### src/branch_compare_pkg.sv
// Constants, types and register map of the branch, compare and skip unit
package branch_compare_pkg;

    // Register byte offsets on the APB window
    localparam logic [7:0] CTRL_OFFSET    = 8'h00;
    localparam logic [7:0] OPCODE_OFFSET  = 8'h04;
    localparam logic [7:0] OPERAND_OFFSET = 8'h08;
    localparam logic [7:0] PC_OFFSET      = 8'h0C;
    localparam logic [7:0] FLAGS_OFFSET   = 8'h10;
    localparam logic [7:0] RESULT_OFFSET  = 8'h14;

    // Field positions, reset values and PC increments
    localparam int          START_BIT   = 0;
    localparam logic [15:0] PC_RESET    = 16'h0000;
    localparam logic [7:0]  FLAGS_RESET = 8'h00;
    localparam logic [15:0] PC_STEP     = 16'h0001;
    localparam logic [15:0] SKIP_ONE    = 16'h0002;
    localparam logic [15:0] SKIP_TWO    = 16'h0003;

    // Cycle counts per outcome
    localparam logic [1:0] CYC_PLAIN    = 2'h1;
    localparam logic [1:0] CYC_JUMP     = 2'h2;
    localparam logic [1:0] CYC_SKIP_TWO = 2'h3;

    // Instruction selector
    typedef enum logic [4:0] {
        OP_EQUAL_SKIP_COMPARE      = 5'h00,
        OP_REGISTER_COMPARE        = 5'h01,
        OP_COMPARE_WITH_BORROW     = 5'h02,
        OP_IMMEDIATE_COMPARE       = 5'h03,
        OP_SKIP_ON_REG_BIT_LOW     = 5'h04,
        OP_SKIP_ON_REG_BIT_HIGH    = 5'h05,
        OP_SKIP_ON_IO_BIT_LOW      = 5'h06,
        OP_SKIP_ON_IO_BIT_HIGH     = 5'h07,
        OP_BRANCH_FLAG_SET         = 5'h08,
        OP_BRANCH_FLAG_CLEAR       = 5'h09,
        OP_BRANCH_EQUAL            = 5'h0A,
        OP_BRANCH_NOT_EQUAL        = 5'h0B,
        OP_BRANCH_CARRY_HIGH       = 5'h0C,
        OP_BRANCH_CARRY_LOW        = 5'h0D,
        OP_BRANCH_SAME_OR_HIGHER   = 5'h0E,
        OP_BRANCH_UNSIGNED_LOWER   = 5'h0F,
        OP_BRANCH_MINUS            = 5'h10,
        OP_BRANCH_PLUS             = 5'h11,
        OP_BRANCH_SIGNED_GE        = 5'h12,
        OP_BRANCH_SIGNED_LESS      = 5'h13,
        OP_BRANCH_HALF_CARRY_SET   = 5'h14,
        OP_BRANCH_HALF_CARRY_CLEAR = 5'h15
    } op_type;

    // Status flags register, bit 0 is carry
    typedef struct packed {
        logic i;
        logic t;
        logic h;
        logic s;
        logic v;
        logic n;
        logic z;
        logic c;
    } status_type;

    // Opcode register layout, low bits of the word
    typedef struct packed {
        logic       two_word;
        logic [2:0] bit_idx;
        op_type     op;
    } op_word_type;

    // Operand register layout, low bits of the word
    typedef struct packed {
        logic [6:0] offset;
        logic [7:0] rr_val;
        logic [7:0] rd_val;
    } operand_type;

    // Result register layout
    typedef struct packed {
        logic [10:0] pad;
        logic [1:0]  cycles;
        logic        bad_op;
        logic        taken;
        logic        busy;
        logic [15:0] pc;
    } result_type;

    typedef enum logic {
        ST_IDLE = 1'b0,
        ST_EXEC = 1'b1
    } state_type;

endpackage

### src/branch_compare_skip_unit.sv
// Compare, skip and conditional branch unit with an APB register window
//
// The APB interface to the registers and the address map were chosen for this implementation.
`timescale 1ns/1ns
`default_nettype none

module branch_compare_skip_unit (
    // Clock and reset
    input  wire logic                             pclk,
    input  wire logic                             presetn,
    // APB slave
    input  wire logic [7:0]                       paddr,
    input  wire logic                             psel,
    input  wire logic                             penable,
    input  wire logic                             pwrite,
    input  wire logic [31:0]                      pwdata,
    output var  logic [31:0]                      prdata,
    output var  logic                             pready,
    output var  logic                             pslverr,
    // Core state
    output var  logic [15:0]                      pc_out,
    output var  branch_compare_pkg::status_type   flags_out,
    output var  logic                             busy,
    output var  logic                             done
);

    branch_compare_pkg::op_word_type op_q;
    branch_compare_pkg::operand_type operand_q;
    branch_compare_pkg::status_type  flags_q;
    branch_compare_pkg::status_type  flags_d;
    branch_compare_pkg::status_type  pend_flags_q;
    branch_compare_pkg::state_type   state_q;
    branch_compare_pkg::result_type  result_view;
    logic [15:0] pc_q;
    logic [15:0] pc_d;
    logic [15:0] pend_pc_q;
    logic [15:0] offset_ext;
    logic [1:0]  cnt_q;
    logic [1:0]  cycles_d;
    logic [1:0]  cycles_q;
    logic [8:0]  diff;
    logic [7:0]  res;
    logic [7:0]  flag_vec;
    logic [7:0]  cmp_b;
    logic        borrow;
    logic        is_cmp;
    logic        is_skip;
    logic        is_branch;
    logic        take_d;
    logic        bad_d;
    logic        taken_q;
    logic        bad_q;
    logic        done_q;
    logic        pready_q;
    logic        pslverr_q;
    logic [31:0] prdata_q;
    logic [31:0] rd_mux;
    logic        mapped;
    logic        wr_en;
    logic        launch;

    // Bus strobes; access phase completes on the registered ready
    assign wr_en  = psel && penable && pwrite && pready_q;
    assign launch = wr_en && (paddr == branch_compare_pkg::CTRL_OFFSET)
                    && pwdata[branch_compare_pkg::START_BIT]
                    && (state_q == branch_compare_pkg::ST_IDLE);

    // Address decode for reads and for the error answer
    always_comb begin
        result_view        = '0;
        result_view.pc     = pc_q;
        result_view.busy   = (state_q == branch_compare_pkg::ST_EXEC);
        result_view.taken  = taken_q;
        result_view.bad_op = bad_q;
        result_view.cycles = cycles_q;
        mapped = 1'b1;
        rd_mux = 32'h0000_0000;
        if (paddr == branch_compare_pkg::CTRL_OFFSET) begin
            rd_mux = 32'h0000_0000;
        end else if (paddr == branch_compare_pkg::OPCODE_OFFSET) begin
            rd_mux = {23'h00_0000, op_q};
        end else if (paddr == branch_compare_pkg::OPERAND_OFFSET) begin
            rd_mux = {9'h000, operand_q};
        end else if (paddr == branch_compare_pkg::PC_OFFSET) begin
            rd_mux = {16'h0000, pc_q};
        end else if (paddr == branch_compare_pkg::FLAGS_OFFSET) begin
            rd_mux = {24'h00_0000, flags_q};
        end else if (paddr == branch_compare_pkg::RESULT_OFFSET) begin
            rd_mux = result_view;
        end else begin
            mapped = 1'b0;
        end
    end

    // APB answer: one wait-free access phase, data latched at setup
    always_ff @(posedge pclk or negedge presetn) begin
        if (!presetn) begin
            pready_q  <= 1'b0;
            pslverr_q <= 1'b0;
            prdata_q  <= 32'h0000_0000;
        end else begin
            pready_q  <= psel && !penable;
            pslverr_q <= psel && !penable && !mapped;
            if (psel && !penable && !pwrite) begin
                prdata_q <= rd_mux;
            end
        end
    end

    // Instruction registers; writes while busy are dropped
    always_ff @(posedge pclk or negedge presetn) begin
        if (!presetn) begin
            op_q      <= '0;
            operand_q <= '0;
        end else if (wr_en && state_q == branch_compare_pkg::ST_IDLE) begin
            if (paddr == branch_compare_pkg::OPCODE_OFFSET) begin
                op_q <= pwdata[$bits(op_q)-1:0];
            end else if (paddr == branch_compare_pkg::OPERAND_OFFSET) begin
                operand_q <= pwdata[$bits(operand_q)-1:0];
            end
        end
    end

    // Subtraction shared by the three flag-setting compares
    always_comb begin
        is_cmp = (op_q.op == branch_compare_pkg::OP_REGISTER_COMPARE)
              || (op_q.op == branch_compare_pkg::OP_COMPARE_WITH_BORROW)
              || (op_q.op == branch_compare_pkg::OP_IMMEDIATE_COMPARE);
        cmp_b  = operand_q.rr_val;
        borrow = (op_q.op == branch_compare_pkg::OP_COMPARE_WITH_BORROW)
                 && flags_q.c;
        diff   = {1'b0, operand_q.rd_val} - {1'b0, cmp_b}
                 - {8'h00, borrow};
        res    = diff[7:0];
        flags_d = flags_q;
        if (is_cmp) begin
            // With a carry in, Z survives only if it was already set
            flags_d.z = (res == 8'h00) && (!borrow || flags_q.z);
            if (op_q.op != branch_compare_pkg::OP_COMPARE_WITH_BORROW) begin
                flags_d.z = (res == 8'h00);
            end
            flags_d.n = res[7];
            flags_d.v = (operand_q.rd_val[7] && !cmp_b[7] && !res[7])
                     || (!operand_q.rd_val[7] && cmp_b[7] && res[7]);
            flags_d.c = (!operand_q.rd_val[7] && cmp_b[7])
                     || (cmp_b[7] && res[7])
                     || (res[7] && !operand_q.rd_val[7]);
            flags_d.h = (!operand_q.rd_val[3] && cmp_b[3])
                     || (cmp_b[3] && res[3])
                     || (res[3] && !operand_q.rd_val[3]);
            flags_d.s = flags_d.n ^ flags_d.v;
        end
    end

    // Condition, target and cycle count of the staged instruction
    always_comb begin
        flag_vec   = flags_q;
        offset_ext = {{9{operand_q.offset[6]}}, operand_q.offset};
        is_skip    = 1'b0;
        is_branch  = 1'b0;
        take_d     = 1'b0;
        bad_d      = 1'b0;
        case (op_q.op)
            branch_compare_pkg::OP_EQUAL_SKIP_COMPARE: begin
                is_skip = 1'b1;
                take_d  = (operand_q.rd_val == operand_q.rr_val);
            end
            branch_compare_pkg::OP_REGISTER_COMPARE,
            branch_compare_pkg::OP_COMPARE_WITH_BORROW,
            branch_compare_pkg::OP_IMMEDIATE_COMPARE: begin
                take_d = 1'b0;
            end
            branch_compare_pkg::OP_SKIP_ON_REG_BIT_LOW: begin
                is_skip = 1'b1;
                take_d  = !operand_q.rd_val[op_q.bit_idx];
            end
            branch_compare_pkg::OP_SKIP_ON_REG_BIT_HIGH: begin
                is_skip = 1'b1;
                take_d  = operand_q.rd_val[op_q.bit_idx];
            end
            // The I/O register content is staged in the second operand
            branch_compare_pkg::OP_SKIP_ON_IO_BIT_LOW: begin
                is_skip = 1'b1;
                take_d  = !operand_q.rr_val[op_q.bit_idx];
            end
            branch_compare_pkg::OP_SKIP_ON_IO_BIT_HIGH: begin
                is_skip = 1'b1;
                take_d  = operand_q.rr_val[op_q.bit_idx];
            end
            branch_compare_pkg::OP_BRANCH_FLAG_SET: begin
                is_branch = 1'b1;
                take_d    = flag_vec[op_q.bit_idx];
            end
            branch_compare_pkg::OP_BRANCH_FLAG_CLEAR: begin
                is_branch = 1'b1;
                take_d    = !flag_vec[op_q.bit_idx];
            end
            branch_compare_pkg::OP_BRANCH_EQUAL: begin
                is_branch = 1'b1;
                take_d    = flags_q.z;
            end
            branch_compare_pkg::OP_BRANCH_NOT_EQUAL: begin
                is_branch = 1'b1;
                take_d    = !flags_q.z;
            end
            branch_compare_pkg::OP_BRANCH_CARRY_LOW,
            branch_compare_pkg::OP_BRANCH_SAME_OR_HIGHER: begin
                is_branch = 1'b1;
                take_d    = !flags_q.c;
            end
            branch_compare_pkg::OP_BRANCH_CARRY_HIGH,
            branch_compare_pkg::OP_BRANCH_UNSIGNED_LOWER: begin
                is_branch = 1'b1;
                take_d    = flags_q.c;
            end
            branch_compare_pkg::OP_BRANCH_MINUS: begin
                is_branch = 1'b1;
                take_d    = flags_q.n;
            end
            branch_compare_pkg::OP_BRANCH_PLUS: begin
                is_branch = 1'b1;
                take_d    = !flags_q.n;
            end
            branch_compare_pkg::OP_BRANCH_SIGNED_GE: begin
                is_branch = 1'b1;
                take_d    = !(flags_q.n ^ flags_q.v);
            end
            branch_compare_pkg::OP_BRANCH_SIGNED_LESS: begin
                is_branch = 1'b1;
                take_d    = flags_q.n ^ flags_q.v;
            end
            branch_compare_pkg::OP_BRANCH_HALF_CARRY_SET: begin
                is_branch = 1'b1;
                take_d    = flags_q.h;
            end
            branch_compare_pkg::OP_BRANCH_HALF_CARRY_CLEAR: begin
                is_branch = 1'b1;
                take_d    = !flags_q.h;
            end
            default: begin
                bad_d = 1'b1;
            end
        endcase
        pc_d     = pc_q + branch_compare_pkg::PC_STEP;
        cycles_d = branch_compare_pkg::CYC_PLAIN;
        if (take_d && is_branch) begin
            pc_d     = pc_q + offset_ext + branch_compare_pkg::PC_STEP;
            cycles_d = branch_compare_pkg::CYC_JUMP;
        end else if (take_d && is_skip && op_q.two_word) begin
            pc_d     = pc_q + branch_compare_pkg::SKIP_TWO;
            cycles_d = branch_compare_pkg::CYC_SKIP_TWO;
        end else if (take_d && is_skip) begin
            pc_d     = pc_q + branch_compare_pkg::SKIP_ONE;
            cycles_d = branch_compare_pkg::CYC_JUMP;
        end
    end

    // Sequencer: holds the outcome until its last cycle has passed
    always_ff @(posedge pclk or negedge presetn) begin
        if (!presetn) begin
            state_q      <= branch_compare_pkg::ST_IDLE;
            cnt_q        <= 2'h0;
            cycles_q     <= 2'h0;
            pend_pc_q    <= branch_compare_pkg::PC_RESET;
            pend_flags_q <= branch_compare_pkg::FLAGS_RESET;
            taken_q      <= 1'b0;
            bad_q        <= 1'b0;
            done_q       <= 1'b0;
        end else begin
            done_q <= 1'b0;
            case (state_q)
                branch_compare_pkg::ST_IDLE: begin
                    if (launch) begin
                        state_q      <= branch_compare_pkg::ST_EXEC;
                        cnt_q        <= cycles_d;
                        cycles_q     <= cycles_d;
                        pend_pc_q    <= pc_d;
                        pend_flags_q <= flags_d;
                        taken_q      <= take_d;
                        bad_q        <= bad_d;
                    end
                end
                branch_compare_pkg::ST_EXEC: begin
                    if (cnt_q == branch_compare_pkg::CYC_PLAIN) begin
                        state_q <= branch_compare_pkg::ST_IDLE;
                        done_q  <= 1'b1;
                    end else begin
                        cnt_q <= cnt_q - 2'h1;
                    end
                end
                default: begin
                    state_q <= branch_compare_pkg::ST_IDLE;
                end
            endcase
        end
    end

    // PC and flags: software loads them only while idle
    always_ff @(posedge pclk or negedge presetn) begin
        if (!presetn) begin
            pc_q    <= branch_compare_pkg::PC_RESET;
            flags_q <= branch_compare_pkg::FLAGS_RESET;
        end else if (state_q == branch_compare_pkg::ST_EXEC
                     && cnt_q == branch_compare_pkg::CYC_PLAIN) begin
            pc_q    <= pend_pc_q;
            flags_q <= pend_flags_q;
        end else if (wr_en && state_q == branch_compare_pkg::ST_IDLE) begin
            if (paddr == branch_compare_pkg::PC_OFFSET) begin
                pc_q <= pwdata[15:0];
            end else if (paddr == branch_compare_pkg::FLAGS_OFFSET) begin
                flags_q <= pwdata[7:0];
            end
        end
    end

    assign prdata    = prdata_q;
    assign pready    = pready_q;
    assign pslverr   = pslverr_q;
    assign pc_out    = pc_q;
    assign flags_out = flags_q;
    assign busy      = (state_q == branch_compare_pkg::ST_EXEC);
    assign done      = done_q;
endmodule

`default_nettype wire

### config.mk
export PLATFORM = sky130hd
export DESIGN_NAME = branch_compare_skip_unit
export DESIGN_NICKNAME = d
export VERILOG_FILES = /design/src/branch_compare_pkg.sv /design/src/branch_compare_skip_unit.sv
export SDC_FILE = /design/constraint.sdc
export NUM_CORES = 1
export LEC_CHECK = 0
export ABC_CLOCK_PERIOD_IN_PS = 7500
export BUFFER_PORTS_ARGS = -buffer_cell sky130_fd_sc_hd__buf_2
export CORE_MARGIN = 5
export CORE_UTILIZATION = 39
export CTS_CLUSTER_SIZE = 20
export DETAILED_ROUTE_END_ITERATION = 10
export HOLD_SLACK_MARGIN = 0.02
export SLEW_MARGIN = 20
export SYNTH_ARGS = -nofsm -noshare
export SYNTH_HDL_FRONTEND = slang
export SYNTH_SLANG_ARGS = --single-unit
### constraint.sdc
create_clock -name pclk -period 7.5 [get_ports pclk]
set_input_delay 1.875 -clock pclk [delete_from_list [all_inputs] [get_ports pclk]]
set_output_delay 1.875 -clock pclk [all_outputs]
set_load 0.05 [all_outputs]
* Word-level counts from Yosys, hierarchy flattened
Cells that the tools add are included.
Word-level totals: bits in registers 122, bits in latches 0, bits in writable memories 0, bits in read-only memories 0, input port bits 45, output and inout port bits 60, memories kept 0
Operators by class: add/sub/neg operators 8, multiply operators 0, div/mod/pow operators 0, magnitude comparators 1, equality and inequality tests 32, shift operators 0, multiplexer cells 45, bitwise gates (word level) 4, reduce and logical (&&, ||, !) cells 66
Operators with widths (number):
- two-way mux 16 bit | 6
- two-way mux 32 bit | 2
- two-way mux 21 bit | 3
- == test 5 x 4 -> 1 bit, second input constant | 8
- adder 16 x 1 -> 16 bit, second input constant | 2
- adder 16 x 2 -> 16 bit, second input constant | 2
- two-way mux 8 bit | 4
- == test 5 bit, second input constant | 6
- logical AND 1 bit | 25
- two-way mux 23 bit | 1
- OR reduction 22 bit | 1
- == test 5 x 3 -> 1 bit, second input constant | 4
- two-way mux 1 bit | 17
- one-hot mux 1 bit (17 select lines) | 1
- adder 16 bit | 1
- == test 8 x 4 -> 1 bit, second input constant | 2
- == test 8 x 5 -> 1 bit, second input constant | 2
- zero test 1 bit | 16
- zero test 8 bit | 2
- OR reduction 14 bit | 1
- == test 5 x 2 -> 1 bit, second input constant | 2
- two-way mux 2 bit | 5
- binary-select mux 1 bit (select 3 bit) | 3
- == test 8 x 3 -> 1 bit, second input constant | 1
- other kinds (22) | 39

* Longest topological paths before layout
depth after elaboration 10, depth in mapped cells 14, depth with buffers taken out 13

* Least setup slack after synthesis
No wires, ideal clock.
kind input to register, start point input paddr[1], end point register operand_q (netlist bit cmp_b[0]), arrival 3432 ps, slack 3943 ps, stages 7, path buffers 2, path through nor3_1 nand2_1 clkbuf_1 nor3_1 nand2_1 buf_1 mux2_2
On the way: longest elaborated chain between the ends 3, elaborated cells between the ends (all ways) 4, those cells by class 2 x eq/ne; 1 x bitwise; 1 x reduce/logical
Ends and longest elaborated chain:
- start: declaration | RTL line branch_compare_skip_unit.sv:12 | input wire logic [7:0] paddr,
- == test 8 x 3 -> 1 bit | RTL line branch_compare_skip_unit.sv:116 | if (paddr == branch_compare_pkg::OPCODE_OFFSET) begin
- NOT 1 bit (no line)
- AND reduction 3 bit (no line) *
- end signal: assignment | RTL line branch_compare_skip_unit.sv:119 | operand_q <= pwdata[$bits(operand_q)-1:0];
- end: declaration | RTL line branch_compare_skip_unit.sv:28 | branch_compare_pkg::operand_type operand_q;
Mark *: on every way between the ends. The rest lies on a longest branch, timed or not. A chain may end at the register's enable or synchronous reset.

* Final worst setup path
start point input paddr[1], end point register pend_pc_q[8]
On the way: longest elaborated chain between the ends 5
Ends and longest elaborated chain:
- zero test 8 bit | RTL line branch_compare_skip_unit.sv:64 | assign launch = wr_en && (paddr == branch_compare_pkg::CTRL_OFFSET)
- logical AND 1 bit | RTL line branch_compare_skip_unit.sv:64
- logical AND 1 bit | RTL line branch_compare_skip_unit.sv:65 | && pwdata[branch_compare_pkg::START_BIT]
- logical AND 1 bit | RTL line branch_compare_skip_unit.sv:66 | && (state_q == branch_compare_pkg::ST_IDLE);
- AND reduction 2 bit (no line)
- end signal: assignment | RTL line branch_compare_skip_unit.sv:264 | pend_pc_q <= branch_compare_pkg::PC_RESET;
- end signal: assignment | RTL line branch_compare_skip_unit.sv:277 | pend_pc_q <= pc_d;
- end: declaration | RTL line branch_compare_skip_unit.sv:36 | logic [15:0] pend_pc_q;
Every way passes these cells.

==> results.py <==
metrics = {
    "global_route": {
        "globalRouteMet3Util": 0.0405,
        "grt.busiest_layer": "met1",
        "grt_pass1_vias": 5680,
        "antenna_found_initial": 0,
        "gr-usage-met2": 0.278,
        "overflow": 0,
        "grtUsageTotal": 0.194,
        "grt_max_degree": 64,
        "grt_pass1_wl_um": 33000,
        "use_met1": 0.296,
    },
    "pwr": {
        "p_leak_nw": 4.17,
        "powerDensity_mw_per_mm2": 178,
        "vdd_ir_drop_max_mv": 0.142,
        "total_power_mw": 1.51,
    },
    "finish": {
        "stdcell_area_sq_mm": 0.00852,
        "layout.nets": 948,
        "area_delta_synth_final_pct": 15.5,
        "antennaDiodeCount": 0,
        "instances_no_fill": 1113,
        "num-fill-cells": 1826,
        "final_util": 0.457,
        "drive_above_1_share": 0.196,
    },
    "clocking": {
        "hold_buffers": 0,
        "root_buffer": "clkbuf_16",
        "cts_tree": "built",
        "cts.clk_slew.worst_paths_ns": 0.06,
        "clockBufferDepth": 2,
        "cts-resized-gates": 0,
        "cts_sinks": 113,
        "cts_max_level": 4,
        "cts_buffers": 17,
        "post_cts_buffers": 0,
        "clk_latency_ns": 0.42,
    },
    "logic_synthesis": {
        "synth_edf_count": 0,
        "synth_ff_type": "dfrtp_1",
        "synth-simple-area-share": 0.142,
        "ys_async_sr_fraction": 1.00,
        "synth_top_family_by_area": "compound AO/OA/AOI/OAI gates",
        "ys_seq_area_frac": 0.383,
        "synth.avg_cell_area_sq_um": 9.22,
        "synth-adder-area-share": 0.0658,
        "ys_seq_elements": 113,
        "postSynthCellCount": 800,
        "ys.warnings.count": 0,
        "ys_types": 63,
        "synth.cell_area_sq_mm": 0.00738,
        "synth_top_area_frac": 0.383,
        "synth-compound-area-share": 0.174,
        "synthXorXnorAreaFrac": 0.0485,
        "yosysTopAreaCell": "dfrtp_1",
        "synthMuxAreaShare": 0.129,
        "synth_area_leaders": "dfrtp_1 (38%), mux2i_1 (6.8%), ha_1 (5.8%)",
    },
    "placement": {
        "hpwl_um": 15400,
        "dp_cells": 1080,
        "portBuffers": 86,
        "routabilityCongestion": 0.891,
        "place_area_sq_mm": 0.00791,
    },
    "die": {
        "pin_count": 105,
        "start_util": 0.396,
        "core_area_sq_mm": 0.0186,
        "chipHeight_um": 148,
        "dieWidth_um": 148,
        "rows": 50,
        "dieArea_sq_mm": 0.0218,
    },
    "worst_setup_path": {
        "crit_slowest_cell": "nand3_1",
        "criticalPathCategory": "input port to flip-flop",
        "cp_max_fo": 23,
        "critPathBufInv": 2,
        "path_delay_family": "simple AND/OR/NAND/NOR gates",
        "crit_path_end_kind": "flip-flop",
        "startpoint_type": "input port",
        "worst_path_largest_cell_delay_ns": 0.50,
        "cp_common_cell": "nor3_1",
        "cp.arrival_ns": 4.37,
        "r2r_slack_ns": 3.66,
        "required_ns": 7.80,
        "crit_chain": "buf_2, nor3_1, nand2_1, nor3_1, nand3_1, buf_4, nor2_1, o2bb2ai_1, a21oi_1",
    },
    "sta": {
        "hold_violations": 0,
        "rsz0062_at_grt": "no",
        "fin_skew_ns": 0.00860,
        "fin_crit_ns": 4.07,
        "worst_pin_slew_ns": 1.03,
        "max_freq_ghz": 0.246,
        "relSlewSlack": 0.313,
        "slew_violations": 0,
        "setup-violations-final": 0,
        "fin_crit_sh": 0.543,
        "fin_setup_tns_ns": 0,
    },
    "run": {
        "drv_cap": 0,
    },
    "drt": {
        "via_per_inst": 5.47,
        "drtIter0Drc": 531,
        "vias": 6086,
        "drt_wl_total_um": 20700,
        "firstDrtPassIters": 5,
        "drcViolationCount": 0,
        "ant_nets": 0,
        "wire_per_inst_um": 18.6,
    },
    "worst_hold_path": {
        "hp-class": "flip-flop to flip-flop",
    },
    "run_status": {
        "status": "completed",
    },
}
## cell usage in the layout (no fill, tap or decap), types with 8 or more instances in the layout
cell,count
dfrtp_1,113
nand2_1,100
buf_2,85
o21ai_0,71
mux2i_1,50
nor2_1,44
a21oi_1,38
inv_1,37
mux2_2,34
ha_1,34
xnor2_1,24
nand3_1,19
a21o_1,17
clkbuf_16,17
a22oi_1,16
xor2_1,15
nor3_1,13
o31ai_1,12
conb_1,9
nor2b_1,8
a31oi_1,8
## logic make-up after synthesis
family | Yosys count
AO/OA/AOI/OAI | 205
XOR/XNOR | 40
adder cells (fa/ha/maj) | 37
buffers and inverters | 91
flip-flops | 113
multiplexers | 87
other | 1
AND/OR/NAND/NOR | 226
## tightest hold or removal path: cells and delay by family (launching register included)
kind / cells / cell delay (ns)
compound gates: 1 / 0.05
flops: 1 / 0.33
simple gates: 1 / 0.05
## where the power goes
group	internal, mW	leakage, nW	switching, mW
logic	0.0214	2.31	0.0570
registers	0.612	1.57	0.00359
clock network	0.511	0.283	0.309
total	1.14	4.17	0.369
## stage by stage
step           setup WS (ns)  hold WS, ns
2_1_floorplan           3.94        0.439
3_3_place_gp            3.06        0.449
3_5_place_dp            2.99        0.455
4_1_cts                 3.43        0.469
5_1_grt                 3.17        0.486
6_report                3.43        0.465
## sequential cells by signal, indices dropped and copies added, names as in the netlist
signal and cells:
pend_pc_q 16, cycles_q 2, cnt_q 2, op_q 9, pend_flags_q 8, offset_ext 7
cmp_b 8, flags_out 8, busy 1, pc_out 16, bad_q 1, operand_q 8
taken_q 1, pslverr 1, done 1, pready 1, prdata 23
## area by class of cell
class                   count  area (sq um)  share of cell area
well taps                 234           293              0.0344
clock inverters            13           151              0.0178
repair buffers             93           489              0.0574
flip-flops and latches    113          2830               0.332
multi-input cells         604          4170               0.489
clock buffers              19           453              0.0531
inverters                  37           139              0.0163
## cell usage after synthesis, types with 3 or more instances
cell,n
dfrtp_1,113
nand2_1,101
o21ai_0,71
mux2i_1,50
nor2_1,44
a21oi_1,38
inv_1,37
clkbuf_1,36
ha_1,34
mux2_2,34
xnor2_1,24
nand3_1,19
a21o_1,17
a22oi_1,16
xor2_1,15
nor3_1,14
o31ai_1,12
buf_4,11
a31oi_1,8
nor2b_1,8
and3_1,7
nand2b_1,7
nand4_1,7
o211ai_1,7
a211oi_1,5
o21a_1,5
and2_1,4
a21boi_0,3
a31o_2,3
fa_1,3
mux4_2,3
o21ai_1,3
## layer usage
metal	vias up	wire length (um)	share of wire
met2	188	8960	0.43
met4	0	290	0.014
met3	19	1230	0.059
met1	2919	10300	0.49
met5	-	0	0
li1	2960	-	-
## final timing paths
path,from,endpoint,depth (start not counted)
max in group asynchronous,presetn,offset_ext[4]$_DFFE_PN0P_,2
worst min-delay path,prdata[2]$_DFFE_PN0P_,prdata[2]$_DFFE_PN0P_,2
min in group asynchronous,presetn,prdata[1]$_DFFE_PN0P_,1
worst max register to register,op_q[5]$_DFFE_PN0P_,pend_pc_q[14]$_DFFE_PN0P_,9
worst min register to register,prdata[2]$_DFFE_PN0P_,prdata[2]$_DFFE_PN0P_,2
worst max-delay path,paddr[1],pend_pc_q[8]$_DFFE_PN0P_,9
No activity file was read; power rests on OpenSTA's default activity.
